**src/hw/sac_pkg.sv**
```systemverilog
package sac_pkg;
   // =====================================================
   // Register map
   localparam logic [7:0] ADDR_RESULT = 8'hD0;
   localparam logic [7:0] ADDR_CTRL   = 8'hD1;
   localparam logic [7:0] ADDR_STATUS = 8'hD2;
   localparam logic [7:0] ADDR_MASK   = 8'hD3;
   // =====================================================
   // Control register fields
   localparam int BIT_IRQ_EN = 7;
   localparam int BIT_DONE   = 6;
   localparam int BIT_START  = 5;
   localparam int BIT_PWR    = 4;
   localparam int BIT_FAST   = 3;
   localparam int BIT_OSC    = 2;
   localparam logic [7:0] CTRL_RESET = 8'h40;
   // =====================================================
   // Event status and mask
   localparam int STAT_W       = 2;
   localparam int STAT_DONE    = 0;
   localparam int STAT_RESTART = 1;
   localparam logic [1:0] MASK_RESET = 2'h1;
   // =====================================================
   // Timing
   localparam int RES_W        = 8;
   localparam int DIV_SLOW     = 12;
   localparam int DIV_FAST     = 6;
   localparam logic [3:0] DIV_SLOW_LAST = 4'(DIV_SLOW - 1);
   localparam logic [3:0] DIV_FAST_LAST = 4'(DIV_FAST - 1);
   localparam int INT_CLK_KHZ  = 8000;
   localparam int CONV_TIME_NS = 70000;
   localparam int CONV_TICKS   =
      (CONV_TIME_NS * INT_CLK_KHZ) / (1000000 * DIV_SLOW);
   localparam logic [5:0] SETTLE_LAST = 6'(CONV_TICKS - RES_W - 1);
   localparam logic [2:0] BIT_MSB     = 3'(RES_W - 1);
   localparam logic [7:0] TRIAL_START = 8'h80;
   // =====================================================
   // States
   typedef enum logic [1:0] {
      CS_IDLE = 2'b00,
      CS_SYNC = 2'b01,
      CS_RUN  = 2'b10
   } sac_ctl_state_t;
   typedef enum logic [1:0] {
      SS_IDLE   = 2'b00,
      SS_SETTLE = 2'b01,
      SS_BITS   = 2'b10
   } sac_sar_state_t;
endpackage : sac_pkg

```
**src/hw/sac_sar_if.sv**
```systemverilog
`timescale 1ns/1ps
interface sac_sar_if;
   logic       start;
   logic       abort;
   logic       tick;
   logic       compHigh;
   logic       done;
   logic [7:0] trial;
   logic [7:0] result;
   modport ctrl (output start, abort, tick, compHigh,
                 input  done, trial, result);
   modport core (input  start, abort, tick, compHigh,
                 output done, trial, result);
endinterface : sac_sar_if

```
**src/hw/sac_adc_ctrl.sv**
```systemverilog
// Summary of operation
// - Produce 8-bit result by successive approximation
// - Start write begins conversion, clears done
// - Done set at completion; result valid then
// - One conversion per start command
// - Start during conversion restarts at once
// - Start bit is write-only, reads zero
// - Done with enable raises interrupt request
// - Power bit enables converter, else idle
// - Reset aborts, control 40h, interrupt masked
// - Conversion clock divides by 12 or 6
// - Oscillator stop bit switches oscillator off
// - Control bit layout fixed, bits 1-0 reserved
// - Result register read-only, bits 7 to 0
// - Converter keeps running in WAIT
// - Sync option delays start until WAIT
`timescale 1ns/1ps
module sac_adc_ctrl (
   // Clock and reset
   input  wire logic       sys_clk,
   input  wire logic       reset_n,
   // Register port
   input  wire logic [7:0] regAddr,
   input  wire logic [7:0] regWrData,
   input  wire logic       regWr,
   input  wire logic       regRd,
   output logic      [7:0] regRdData,
   // Analog front end
   input  wire logic       compHigh,
   output logic      [7:0] dacCode,
   output logic            converterPowerOn,
   // Core and clock system
   input  wire logic       waitSyncOpt,
   input  wire logic       coreInWait,
   output logic            mainOscStop,
   // Interrupt
   output logic            irqReq
);
   // =====================================================
   // Storage
   sac_pkg::sac_ctl_state_t state;
   logic                    irqEn;
   logic                    eoc;
   logic                    pwrOn;
   logic                    fastClk;
   logic [7:0]              result;
   logic [1:0]              status;
   logic [1:0]              mask;
   logic [3:0]              divCnt;
   logic                    compMeta;
   logic                    compSync;
   logic                    startPulse;
   logic                    abortPulse;
   logic                    tickPulse;

   sac_sar_if sar ();

   sac_sar_core u_core (
      .sys_clk (sys_clk),
      .reset_n (reset_n),
      .sar     (sar.core)
   );

   // =====================================================
   // Decode
   logic wrCtrl;
   logic wrMask;
   logic startReq;
   logic powerDown;
   logic doneTake;
   logic restartEv;
   logic rdStatus;
   logic [3:0] divLast;

   // Strobe aimed at one register
   function automatic logic regHit(input logic       strobe,
                                   input logic [7:0] addr,
                                   input logic [7:0] target);
      regHit = strobe && (addr == target);
   endfunction : regHit

   assign wrCtrl    = regHit(regWr, regAddr, sac_pkg::ADDR_CTRL);
   assign wrMask    = regHit(regWr, regAddr, sac_pkg::ADDR_MASK);
   assign startReq  = wrCtrl && regWrData[sac_pkg::BIT_START]
                      && regWrData[sac_pkg::BIT_PWR];
   assign powerDown = wrCtrl && !regWrData[sac_pkg::BIT_PWR];
   // A done from an abandoned conversion is never taken
   assign doneTake  = sar.done && (state == sac_pkg::CS_RUN)
                      && !startPulse && !startReq && !powerDown;
   assign restartEv = startReq && (state != sac_pkg::CS_IDLE);
   assign rdStatus  = regHit(regRd, regAddr, sac_pkg::ADDR_STATUS);
   assign divLast   = fastClk ? sac_pkg::DIV_FAST_LAST
                              : sac_pkg::DIV_SLOW_LAST;

   assign sar.start    = startPulse;
   assign sar.abort    = abortPulse;
   assign sar.tick     = tickPulse;
   assign sar.compHigh = compSync;
   assign dacCode      = sar.trial;
   assign converterPowerOn = pwrOn;

   // =====================================================
   // Comparator synchroniser
   always_ff @(posedge sys_clk) begin
      if (!reset_n) begin
         compMeta <= 1'b0;
         compSync <= 1'b0;
      end else begin
         compMeta <= compHigh;
         compSync <= compMeta;
      end
   end

   // =====================================================
   // Control register
   always_ff @(posedge sys_clk) begin
      if (!reset_n) begin
         irqEn       <= sac_pkg::CTRL_RESET[sac_pkg::BIT_IRQ_EN];
         pwrOn       <= sac_pkg::CTRL_RESET[sac_pkg::BIT_PWR];
         fastClk     <= sac_pkg::CTRL_RESET[sac_pkg::BIT_FAST];
         mainOscStop <= sac_pkg::CTRL_RESET[sac_pkg::BIT_OSC];
      end else if (wrCtrl) begin
         irqEn       <= regWrData[sac_pkg::BIT_IRQ_EN];
         pwrOn       <= regWrData[sac_pkg::BIT_PWR];
         fastClk     <= regWrData[sac_pkg::BIT_FAST];
         mainOscStop <= regWrData[sac_pkg::BIT_OSC];
      end
   end

   // =====================================================
   // Done flag and result
   always_ff @(posedge sys_clk) begin
      if (!reset_n) begin
         eoc    <= sac_pkg::CTRL_RESET[sac_pkg::BIT_DONE];
         result <= '0;
      end else if (startReq) begin
         eoc <= 1'b0;
      end else if (doneTake) begin
         eoc    <= 1'b1;
         result <= sar.result;
      end
   end

   // =====================================================
   // Sequencer
   always_ff @(posedge sys_clk) begin
      startPulse <= 1'b0;
      abortPulse <= 1'b0;
      if (!reset_n) begin
         state      <= sac_pkg::CS_IDLE;
         abortPulse <= 1'b1;
      end else if (powerDown) begin
         state      <= sac_pkg::CS_IDLE;
         abortPulse <= 1'b1;
      end else if (startReq) begin
         if (waitSyncOpt) begin
            state      <= sac_pkg::CS_SYNC;
            abortPulse <= 1'b1;
         end else begin
            state      <= sac_pkg::CS_RUN;
            startPulse <= 1'b1;
         end
      end else begin
         unique case (state)
            sac_pkg::CS_IDLE: begin
            end
            sac_pkg::CS_SYNC: begin
               if (coreInWait) begin
                  state      <= sac_pkg::CS_RUN;
                  startPulse <= 1'b1;
               end
            end
            sac_pkg::CS_RUN: begin
               // Continues regardless of WAIT
               if (doneTake) begin
                  state <= sac_pkg::CS_IDLE;
               end
            end
            default: state <= sac_pkg::CS_IDLE;
         endcase
      end
   end

   // =====================================================
   // Conversion clock divider
   always_ff @(posedge sys_clk) begin
      tickPulse <= 1'b0;
      if (!reset_n || startPulse || state != sac_pkg::CS_RUN) begin
         divCnt <= '0;
      end else if (divCnt >= divLast) begin
         divCnt    <= '0;
         tickPulse <= 1'b1;
      end else begin
         divCnt <= divCnt + 4'h1;
      end
   end

   // =====================================================
   // Event status, mask, interrupt
   always_ff @(posedge sys_clk) begin
      if (!reset_n) begin
         status <= '0;
         mask   <= sac_pkg::MASK_RESET;
      end else begin
         status <= (status & {sac_pkg::STAT_W{!rdStatus}})
                   | {restartEv, doneTake};
         if (wrMask) begin
            mask <= regWrData[1:0];
         end
      end
   end

   always_ff @(posedge sys_clk) begin
      if (!reset_n) begin
         irqReq <= 1'b0;
      end else begin
         irqReq <= irqEn && |(status & mask);
      end
   end

   // =====================================================
   // Read port
   always_ff @(posedge sys_clk) begin
      if (!reset_n || !regRd) begin
         regRdData <= '0;
      end else begin
         unique case (regAddr)
            sac_pkg::ADDR_RESULT: regRdData <= result;
            sac_pkg::ADDR_CTRL:   regRdData <= {irqEn, eoc, 1'b0, pwrOn,
                                     fastClk, mainOscStop, 2'h0};
            sac_pkg::ADDR_STATUS: regRdData <= {6'h00, status};
            sac_pkg::ADDR_MASK:   regRdData <= {6'h00, mask};
            default:              regRdData <= '0;
         endcase
      end
   end
endmodule : sac_adc_ctrl

```
**src/hw/sac_sar_core.sv**
```systemverilog
`timescale 1ns/1ps
module sac_sar_core (
   // Clock and reset
   input wire logic sys_clk,
   input wire logic reset_n,
   // Control side
   sac_sar_if.core  sar
);
   sac_pkg::sac_sar_state_t state;
   logic [5:0]              settleCnt;
   logic [2:0]              bitIdx;

   // =====================================================
   // Successive approximation, one bit per tick
   always_ff @(posedge sys_clk) begin
      sar.done <= 1'b0;
      if (!reset_n) begin
         state      <= sac_pkg::SS_IDLE;
         settleCnt  <= '0;
         bitIdx     <= '0;
         sar.trial  <= '0;
         sar.result <= '0;
      end else if (sar.abort) begin
         state <= sac_pkg::SS_IDLE;
      end else if (sar.start) begin
         // Restart wins over any tick in flight
         state     <= sac_pkg::SS_SETTLE;
         settleCnt <= '0;
         sar.trial <= sac_pkg::TRIAL_START;
      end else if (sar.tick) begin
         unique case (state)
            sac_pkg::SS_IDLE: begin
            end
            sac_pkg::SS_SETTLE: begin
               settleCnt <= settleCnt + 6'h01;
               if (settleCnt == sac_pkg::SETTLE_LAST) begin
                  state  <= sac_pkg::SS_BITS;
                  bitIdx <= sac_pkg::BIT_MSB;
               end
            end
            sac_pkg::SS_BITS: begin
               sar.trial[bitIdx] <= sar.compHigh;
               if (bitIdx != 3'h0) begin
                  sar.trial[bitIdx - 3'h1] <= 1'b1;
                  bitIdx <= bitIdx - 3'h1;
               end else begin
                  sar.result <= {sar.trial[7:1], sar.compHigh};
                  sar.done   <= 1'b1;
                  state      <= sac_pkg::SS_IDLE;
               end
            end
            default: state <= sac_pkg::SS_IDLE;
         endcase
      end
   end
endmodule : sac_sar_core

```
**config.mk**
```make
export PLATFORM = sky130hd
export DESIGN_NAME = sac_adc_ctrl
export DESIGN_NICKNAME = d
export VERILOG_FILES = /design/src/hw/sac_pkg.sv /design/src/hw/sac_sar_if.sv /design/src/hw/sac_adc_ctrl.sv /design/src/hw/sac_sar_core.sv
export SDC_FILE = /design/constraint.sdc
export NUM_CORES = 1
export LEC_CHECK = 0
export BUFFER_PORTS_ARGS = -buffer_cell sky130_fd_sc_hd__clkbuf_2
export CORE_MARGIN = 1
export CORE_UTILIZATION = 52
export CTS_CLUSTER_DIAMETER = 60
export DETAILED_ROUTE_END_ITERATION = 16
export GPL_TIMING_DRIVEN = 0
export MAX_ROUTING_LAYER = met4
export PLACE_DENSITY = 0.84
export SETUP_SLACK_MARGIN = 0.05
export SLEW_MARGIN = 30
export SYNTH_ARGS = -nofsm -noshare
export SYNTH_HDL_FRONTEND = slang
export SYNTH_HIERARCHICAL = 1
export SYNTH_SLANG_ARGS = --single-unit
export TNS_END_PERCENT = 100
```
**constraint.sdc**
```tcl
create_clock -name sys_clk -period 2 [get_ports sys_clk]
set_clock_uncertainty 0.05 [all_clocks]
set_input_delay 0.2 -clock sys_clk [delete_from_list [all_inputs] [get_ports sys_clk]]
set_output_delay 0.2 -clock sys_clk [all_outputs]
set_load 0.01 [all_outputs]
```
==> results of run 1 <==
==> layout make-up <==
cell class | count | area [µm²]
fillers | 540 | 2210
well taps | 75 | 93.8
multi-input cells | 265 | 1800
plain buffers | 18 | 95.1
repair buffers | 39 | 195
clock inverters | 6 | 67.6
inverters | 13 | 48.8
clock buffers | 10 | 138
flip-flops and latches | 65 | 1300
==> worst paths after layout <==
path / start / endpoint / slack [ps]
worst min register to register: compMeta / compSync / 400
worst max-delay path: regAddr[3] / eoc / 160
worst max register to register: u_core/bitIdx[1] / u_core/sar.trial[1] / 180
worst min-delay path: compHigh / compMeta / 20
==> flip-flops by register name, indices dropped and copies added, names as in the netlist <==
signal,count
compMeta,1
compSync,1
fastClk,1
mask,2
u_core/bitIdx,3
state,2
mainOscStop,1
u_core/sar.done,1
converterPowerOn,1
sar.start,1
irqEn,1
u_core/settleCnt,6
sar.tick,1
eoc,1
divCnt,4
irqReq,1
u_core/sar.result,8
u_core/state,2
status,2
regRdData,8
abortPulse,1
result,8
u_core/sar.trial,8
==> cells in the final DEF, fill, tap and decap left out, drive strengths merged, types with 5 or more instances in the layout <==
cell type  instances
o21ai             13
ha                 8
mux2i             20
inv               13
xnor2              5
nand3b             6
buf                9
nor2              41
a211oi             5
a21oi             21
nand3             11
nor3               8
clkbuf            58
nand2             47
nor2b              6
dfxtp             65
==> power by group through the flow <==
stage                     Clock (mW)  Sequential, mW  Combinational (mW)
final                           1.13            1.30              0.0965
after global routing            1.22            1.30               0.107
after CTS                       1.16            1.30              0.0968
after detailed placement           0            1.33              0.0957
after global placement             0            1.33              0.0944
after floorplan                    0            1.33              0.0551
==> kinds of logic (layout without fill, tap and decap cells) <==
logic type / after synthesis / after routing / synth area share
compound gates: 75 / 75 / 0.175
xor+xnor: 6 / 6 / 0.0163
fa+ha+maj: 8 / 8 / 0.0311
buf+inv: 31 / 86 / 0.0440
flops: 65 / 65 / 0.405
mux: 21 / 21 / 0.0658
simple gates: 155 / 155 / 0.263
==> layer usage <==
metal / vias to the layer above / GRT usage
li1: 1380 / -
met1: 1242 / 0.263
met2: 64 / 0.404
met3: 9 / 0.0682
met4: 0 / 0.0929
met5: - / -
==> worst max-delay path, cell delays in order <==
cell      delay [ps]
clkbuf_2          80
or4b_4           550
nor4_4           640
a21oi_2          120
buf_6            190
a211o_1          260
==> repair_timing <==
action                     in CTS  in global routing
hold buffers                    0                  0
resized for setup               3                  3
setup endpoints to repair       8                  5
==> per-stage QoR <==
stage          TNS (ps)  power, mW  std cells  hold WS, ps  utilization
2_1_floorplan         0       1.38        361          275            -
3_3_place_gp      -1070       1.42        475          366        0.588
3_5_place_dp      -1360       1.42        475          367        0.588
4_1_cts               0       2.55        491         5.89        0.626
5_1_grt               0       2.63        491         17.0        0.629
6_report              0       2.52        491         18.9        0.629
==> run metrics, run 1 <==
worst-skew pair later-pin latency roughly 340 ps; crit path launch type primary input; clk sinks 65; Iter 0 DRT Violations between 80 and 90; R2R depth 7; first-pass GRT wire length between 10 and 15 mm; Worst VDD drop between 0.0005 and 0.0006 V; Layout area overhead 16.4%; Post-Syn Instances approximately 360; initial core utilization 0.540; kind of critical path primary input to register; largest net degree at the start of global routing 13; most area-hungry cell type in the Yosys netlist dfxtp_1; Unique masters post-synth 64; fin. max-slew vios 0; top-area cell type share of the netlist area 0.405; sequential share of power 0.515; number of synthesized register bits between 60 and 70; vias in the first global route around 2600; Primary FF master, synth dfxtp_1; Clock power frac 0.447; mapped cell area about 3200 µm²; Worst EP required around 2200 ps; num ports 42; top-count cell post-synth dfxtp_1; ANT nets after route 0; RSZ-0062 raised after global routing yes; P_sw 0.583 mW; Post-Place Setup Slack -238 ps; Hold WC Path Type primary input to register; clk buf depth 2; Synth Warn # 6; final worst slack between 150 and 200 ps; status completed; Ant. Diodes 0; share of layout cells above drive strength 1 0.219; register area share after synthesis 0.405; syn_nets roughly 400; antenna violations before repair 0; Top Layer Used met4; Post-CTS Setup Bufs 0; Final nets between 400 and 500; Post-Route M1 WL about 3.0 mm; Die Ht ~81 µm; met3 wire len 334 µm; max-cap violation count 0; combinational share of power 0.038; CP Capture Type register; top cells by area, synth dfxtp_1, mux2i_1, nand2_1; Port Buf Inserts 39; area post-placement approximately 3500 µm²; total vias in the final route around 2700; hold path cells 2; Die W 80.6 µm; Final Hold Viols 0; clk root buf clkbuf_8; first drt pass iteration count 5; routed wl met2 ~3.4 mm; fin area between 3000 and 4000 µm²; crit path DAT ~2000 ps; HPWL reported at the end of detailed placement between 4 and 5 mm; Num CTS Buffers 9; Power per Cell Area 674 nW/µm²; Congestion Overflow GR 0; row count 28; Routability Congestion just under 0.9; H-tree Lvls 3; Slew headroom 0.513; EDFF count, synth 0; vias per std cell between 5 and 6; crit path time final approximately 1800 ps; syn_area_per_cell about 8.9 µm²; switch share 0.231; Crit Path Max Fanout 10; internal power between 1.5 and 2 mW; CTS tree yes; CORE AREA 5960 µm²; drc violations 0; Post-synth ARST share 0; GR Util All Layers 0.238; Clock transition at path regs roughly 70 ps; per-cell routed wire length 13.9 µm; Pleak between 1 and 1.5 nW; WL final 6.83 mm; # setup viols final 0; Peak Freq about 0.54 GHz; commonest cells in the netlist dfxtp_1, nand2_1, nor2_1; period utilization 0.919; die area 6500 µm²; worst-margin pin slew roughly 720 ps
(Power assumes the default switching activity.)
==> inputs of run 2 (changes only) <==
--- a/config.mk
+++ b/config.mk
@@ -6,7 +6,7 @@
 export NUM_CORES = 1
 export LEC_CHECK = 0
 export BUFFER_PORTS_ARGS = -buffer_cell sky130_fd_sc_hd__clkbuf_2
-export CORE_MARGIN = 1
+export CORE_MARGIN = 5
 export CORE_UTILIZATION = 52
 export CTS_CLUSTER_DIAMETER = 60
 export DETAILED_ROUTE_END_ITERATION = 16
==> constraint.sdc (replaced) <==
create_clock -name sys_clk -period 2 [get_ports sys_clk]
set_clock_uncertainty 0.05 [all_clocks]
set_input_delay 0.4 -clock sys_clk [delete_from_list [all_inputs] [get_ports sys_clk]]
set_output_delay 0.4 -clock sys_clk [all_outputs]
set_load 0.01 [all_outputs]
==> run 2 against run 1 <==
Against the previous run: first-iteration DRC count rose by 48%; worst hold slack improved by 190 ps; worst setup slack got worse by 71 ps; via count rose by 3.2%; sequential power barely moved; largest power group unchanged; highest routed layer unchanged.
==> run metrics, run 2 (synthesized netlist as in run 1, its figures left out) <==
num ports 42; CORE AREA 5960 µm²; total vias in the final route approximately 2800; ANT nets after route 0; RSZ-0062 raised after global routing yes; Final Hold Viols 0; first-pass GRT wire length approximately 12 mm; most frequent cells in the layout dfxtp_1, nand2_1, nor2_1, clkbuf_2, mux2i_1; hold wc startpoint regWrData[0]; crit path time final about 1900 ps; kind of critical path register to register; HPWL reported at the end of detailed placement about 4.9 mm; Hold Crit Endpoint mask[0]; area post-placement about 3500 µm²; fin area 3760 µm²; Worst EP required 2240 ps; Final nets 445; Clock transition at path regs around 70 ps; worst reg-to-reg setup slack ~90 ps; hold path cells 3; GR Util All Layers 0.198; cell family contributing the most delay on the critical path compound AO/OA/AOI/OAI gates; drc violations 0; WL final a little under 7 mm; initial core utilization 0.540; final core occ 0.631; Worst Path Buf+Inv 2; status completed; H-tree Lvls 3; Peak Freq between 0.5 and 0.6 GHz; CP Depth 7; per-cell routed wire length 14.1 µm; share of layout cells above drive strength 1 0.222; slowest stage delay, CP approximately 390 ps; Worst VDD drop about 0.00044 V; most common cell after layout, fill and taps aside dfxtp_1; die area a little under 8000 µm²; Power per Cell Area ~650 nW/µm²; Iter 0 DRT Violations 120; worst-margin pin slew 665 ps; clk sinks 65; crit path launch type register; Num CTS Buffers 9; clk root buf clkbuf_8; antenna violations before repair 0; row count 28; largest net degree at the start of global routing 12; critical-path cell list clkbuf_4 -> inv_1 -> ha_2 -> nor4b_4 -> nor3_1 -> a311oi_1 -> o22a_1; max-cap violation count 0; crit path DAT between 2000 and 2500 ps; Reg2Reg Capture Point u_core/sar.trial[1]; Die Ht slightly below 90 µm; Slowest cell on crit path ha_2; total negative setup slack 0 ps; clk buf depth 2; Port Buf Inserts 39; period utilization 0.955; R2R depth 7; first drt pass iteration count 4; fin. max-slew vios 0; Die W roughly 89 µm; # setup viols final 0; Congestion Overflow GR 0; Layout area overhead 16.9%; vias per std cell 5.64; Hold WC Path Type primary input to register; CP Capture Type register; CTS tree yes; Pleak 1.47 nW; Ant. Diodes 0; Slew headroom 0.557; vias in the first global route about 2700; Crit Path Max Fanout 10; Routability Congestion between 0.8 and 0.9; worst-skew pair later-pin latency 340 ps; total power roughly 2.5 mW; worst reg2reg path startpoint u_core/bitIdx[1]
run 2: report_power, final:
part | switching, mW | internal, mW | leakage, nW | total, mW
clock network | 0.494 | 0.566 | 0.0844 | 1.06
registers | 0.00215 | 1.30 | 0.524 | 1.30
logic | 0.0626 | 0.0344 | 0.858 | 0.0970
total | 0.559 | 1.90 | 1.47 | 2.46
run 2: layout make-up:
cell class	instances	area [µm²]
inverter	13	48.8
timing repair buffer	42	218
fill	491	2200
multi-input combinational	265	1800
buffer	18	108
clock inverter	5	57.6
tap	75	93.8
clock buffer	10	128
sequential	65	1300
run 2: worst register-to-register path, stage by stage (launching register included):
cell,delay (ps)
dfxtp_1,330
clkbuf_4,200
inv_1,110
ha_2,390
nor4b_4,240
nor3_1,90
a311oi_1,280
o22a_1,180
run 2: through the flow:
| stage | hold WS (ps) | setup WS [ps] | cells |
|---|---|---|---|
| after global placement | 375 | -415 | 475 |
| after global routing | 204 | 37.3 | 493 |
| after CTS | 197 | 88.6 | 493 |
| after detailed placement | 379 | -427 | 475 |
| after floorplan | 362 | -113 | 361 |
| final | 211 | 90.3 | 493 |
run 2: worst max path at each step:
stage | from | endpoint | slack, ps
4_1_cts | u_core/bitIdx[1] | u_core/sar.trial[1] | 90
2_1_floorplan | regAddr[3] | eoc | -110
3_3_place_gp | regAddr[3] | eoc | -420
6_report | u_core/bitIdx[1] | u_core/sar.trial[1] | 90
3_5_place_dp | regAddr[3] | eoc | -430
5_1_grt | u_core/bitIdx[1] | u_core/sar.trial[1] | 40
run 2: what timing repair did:
item | 4_1_cts | 5_1_grt
setup endpoints to repair | 9 | 12
buffers inserted | 3 | 0
hold buffers | 0 | 0
gates resized for setup | 2 | 6
pin swaps | 1 | 0
run 2: routing by layer:
layer | vias to the layer above | GRT usage | routed length, µm
li1 | 1392 | - | -
met1 | 1314 | 0.227 | 3090
met2 | 63 | 0.325 | 3380
met3 | 12 | 0.0680 | 378
met4 | 0 | 0.0618 | 99
met5 | - | - | 0
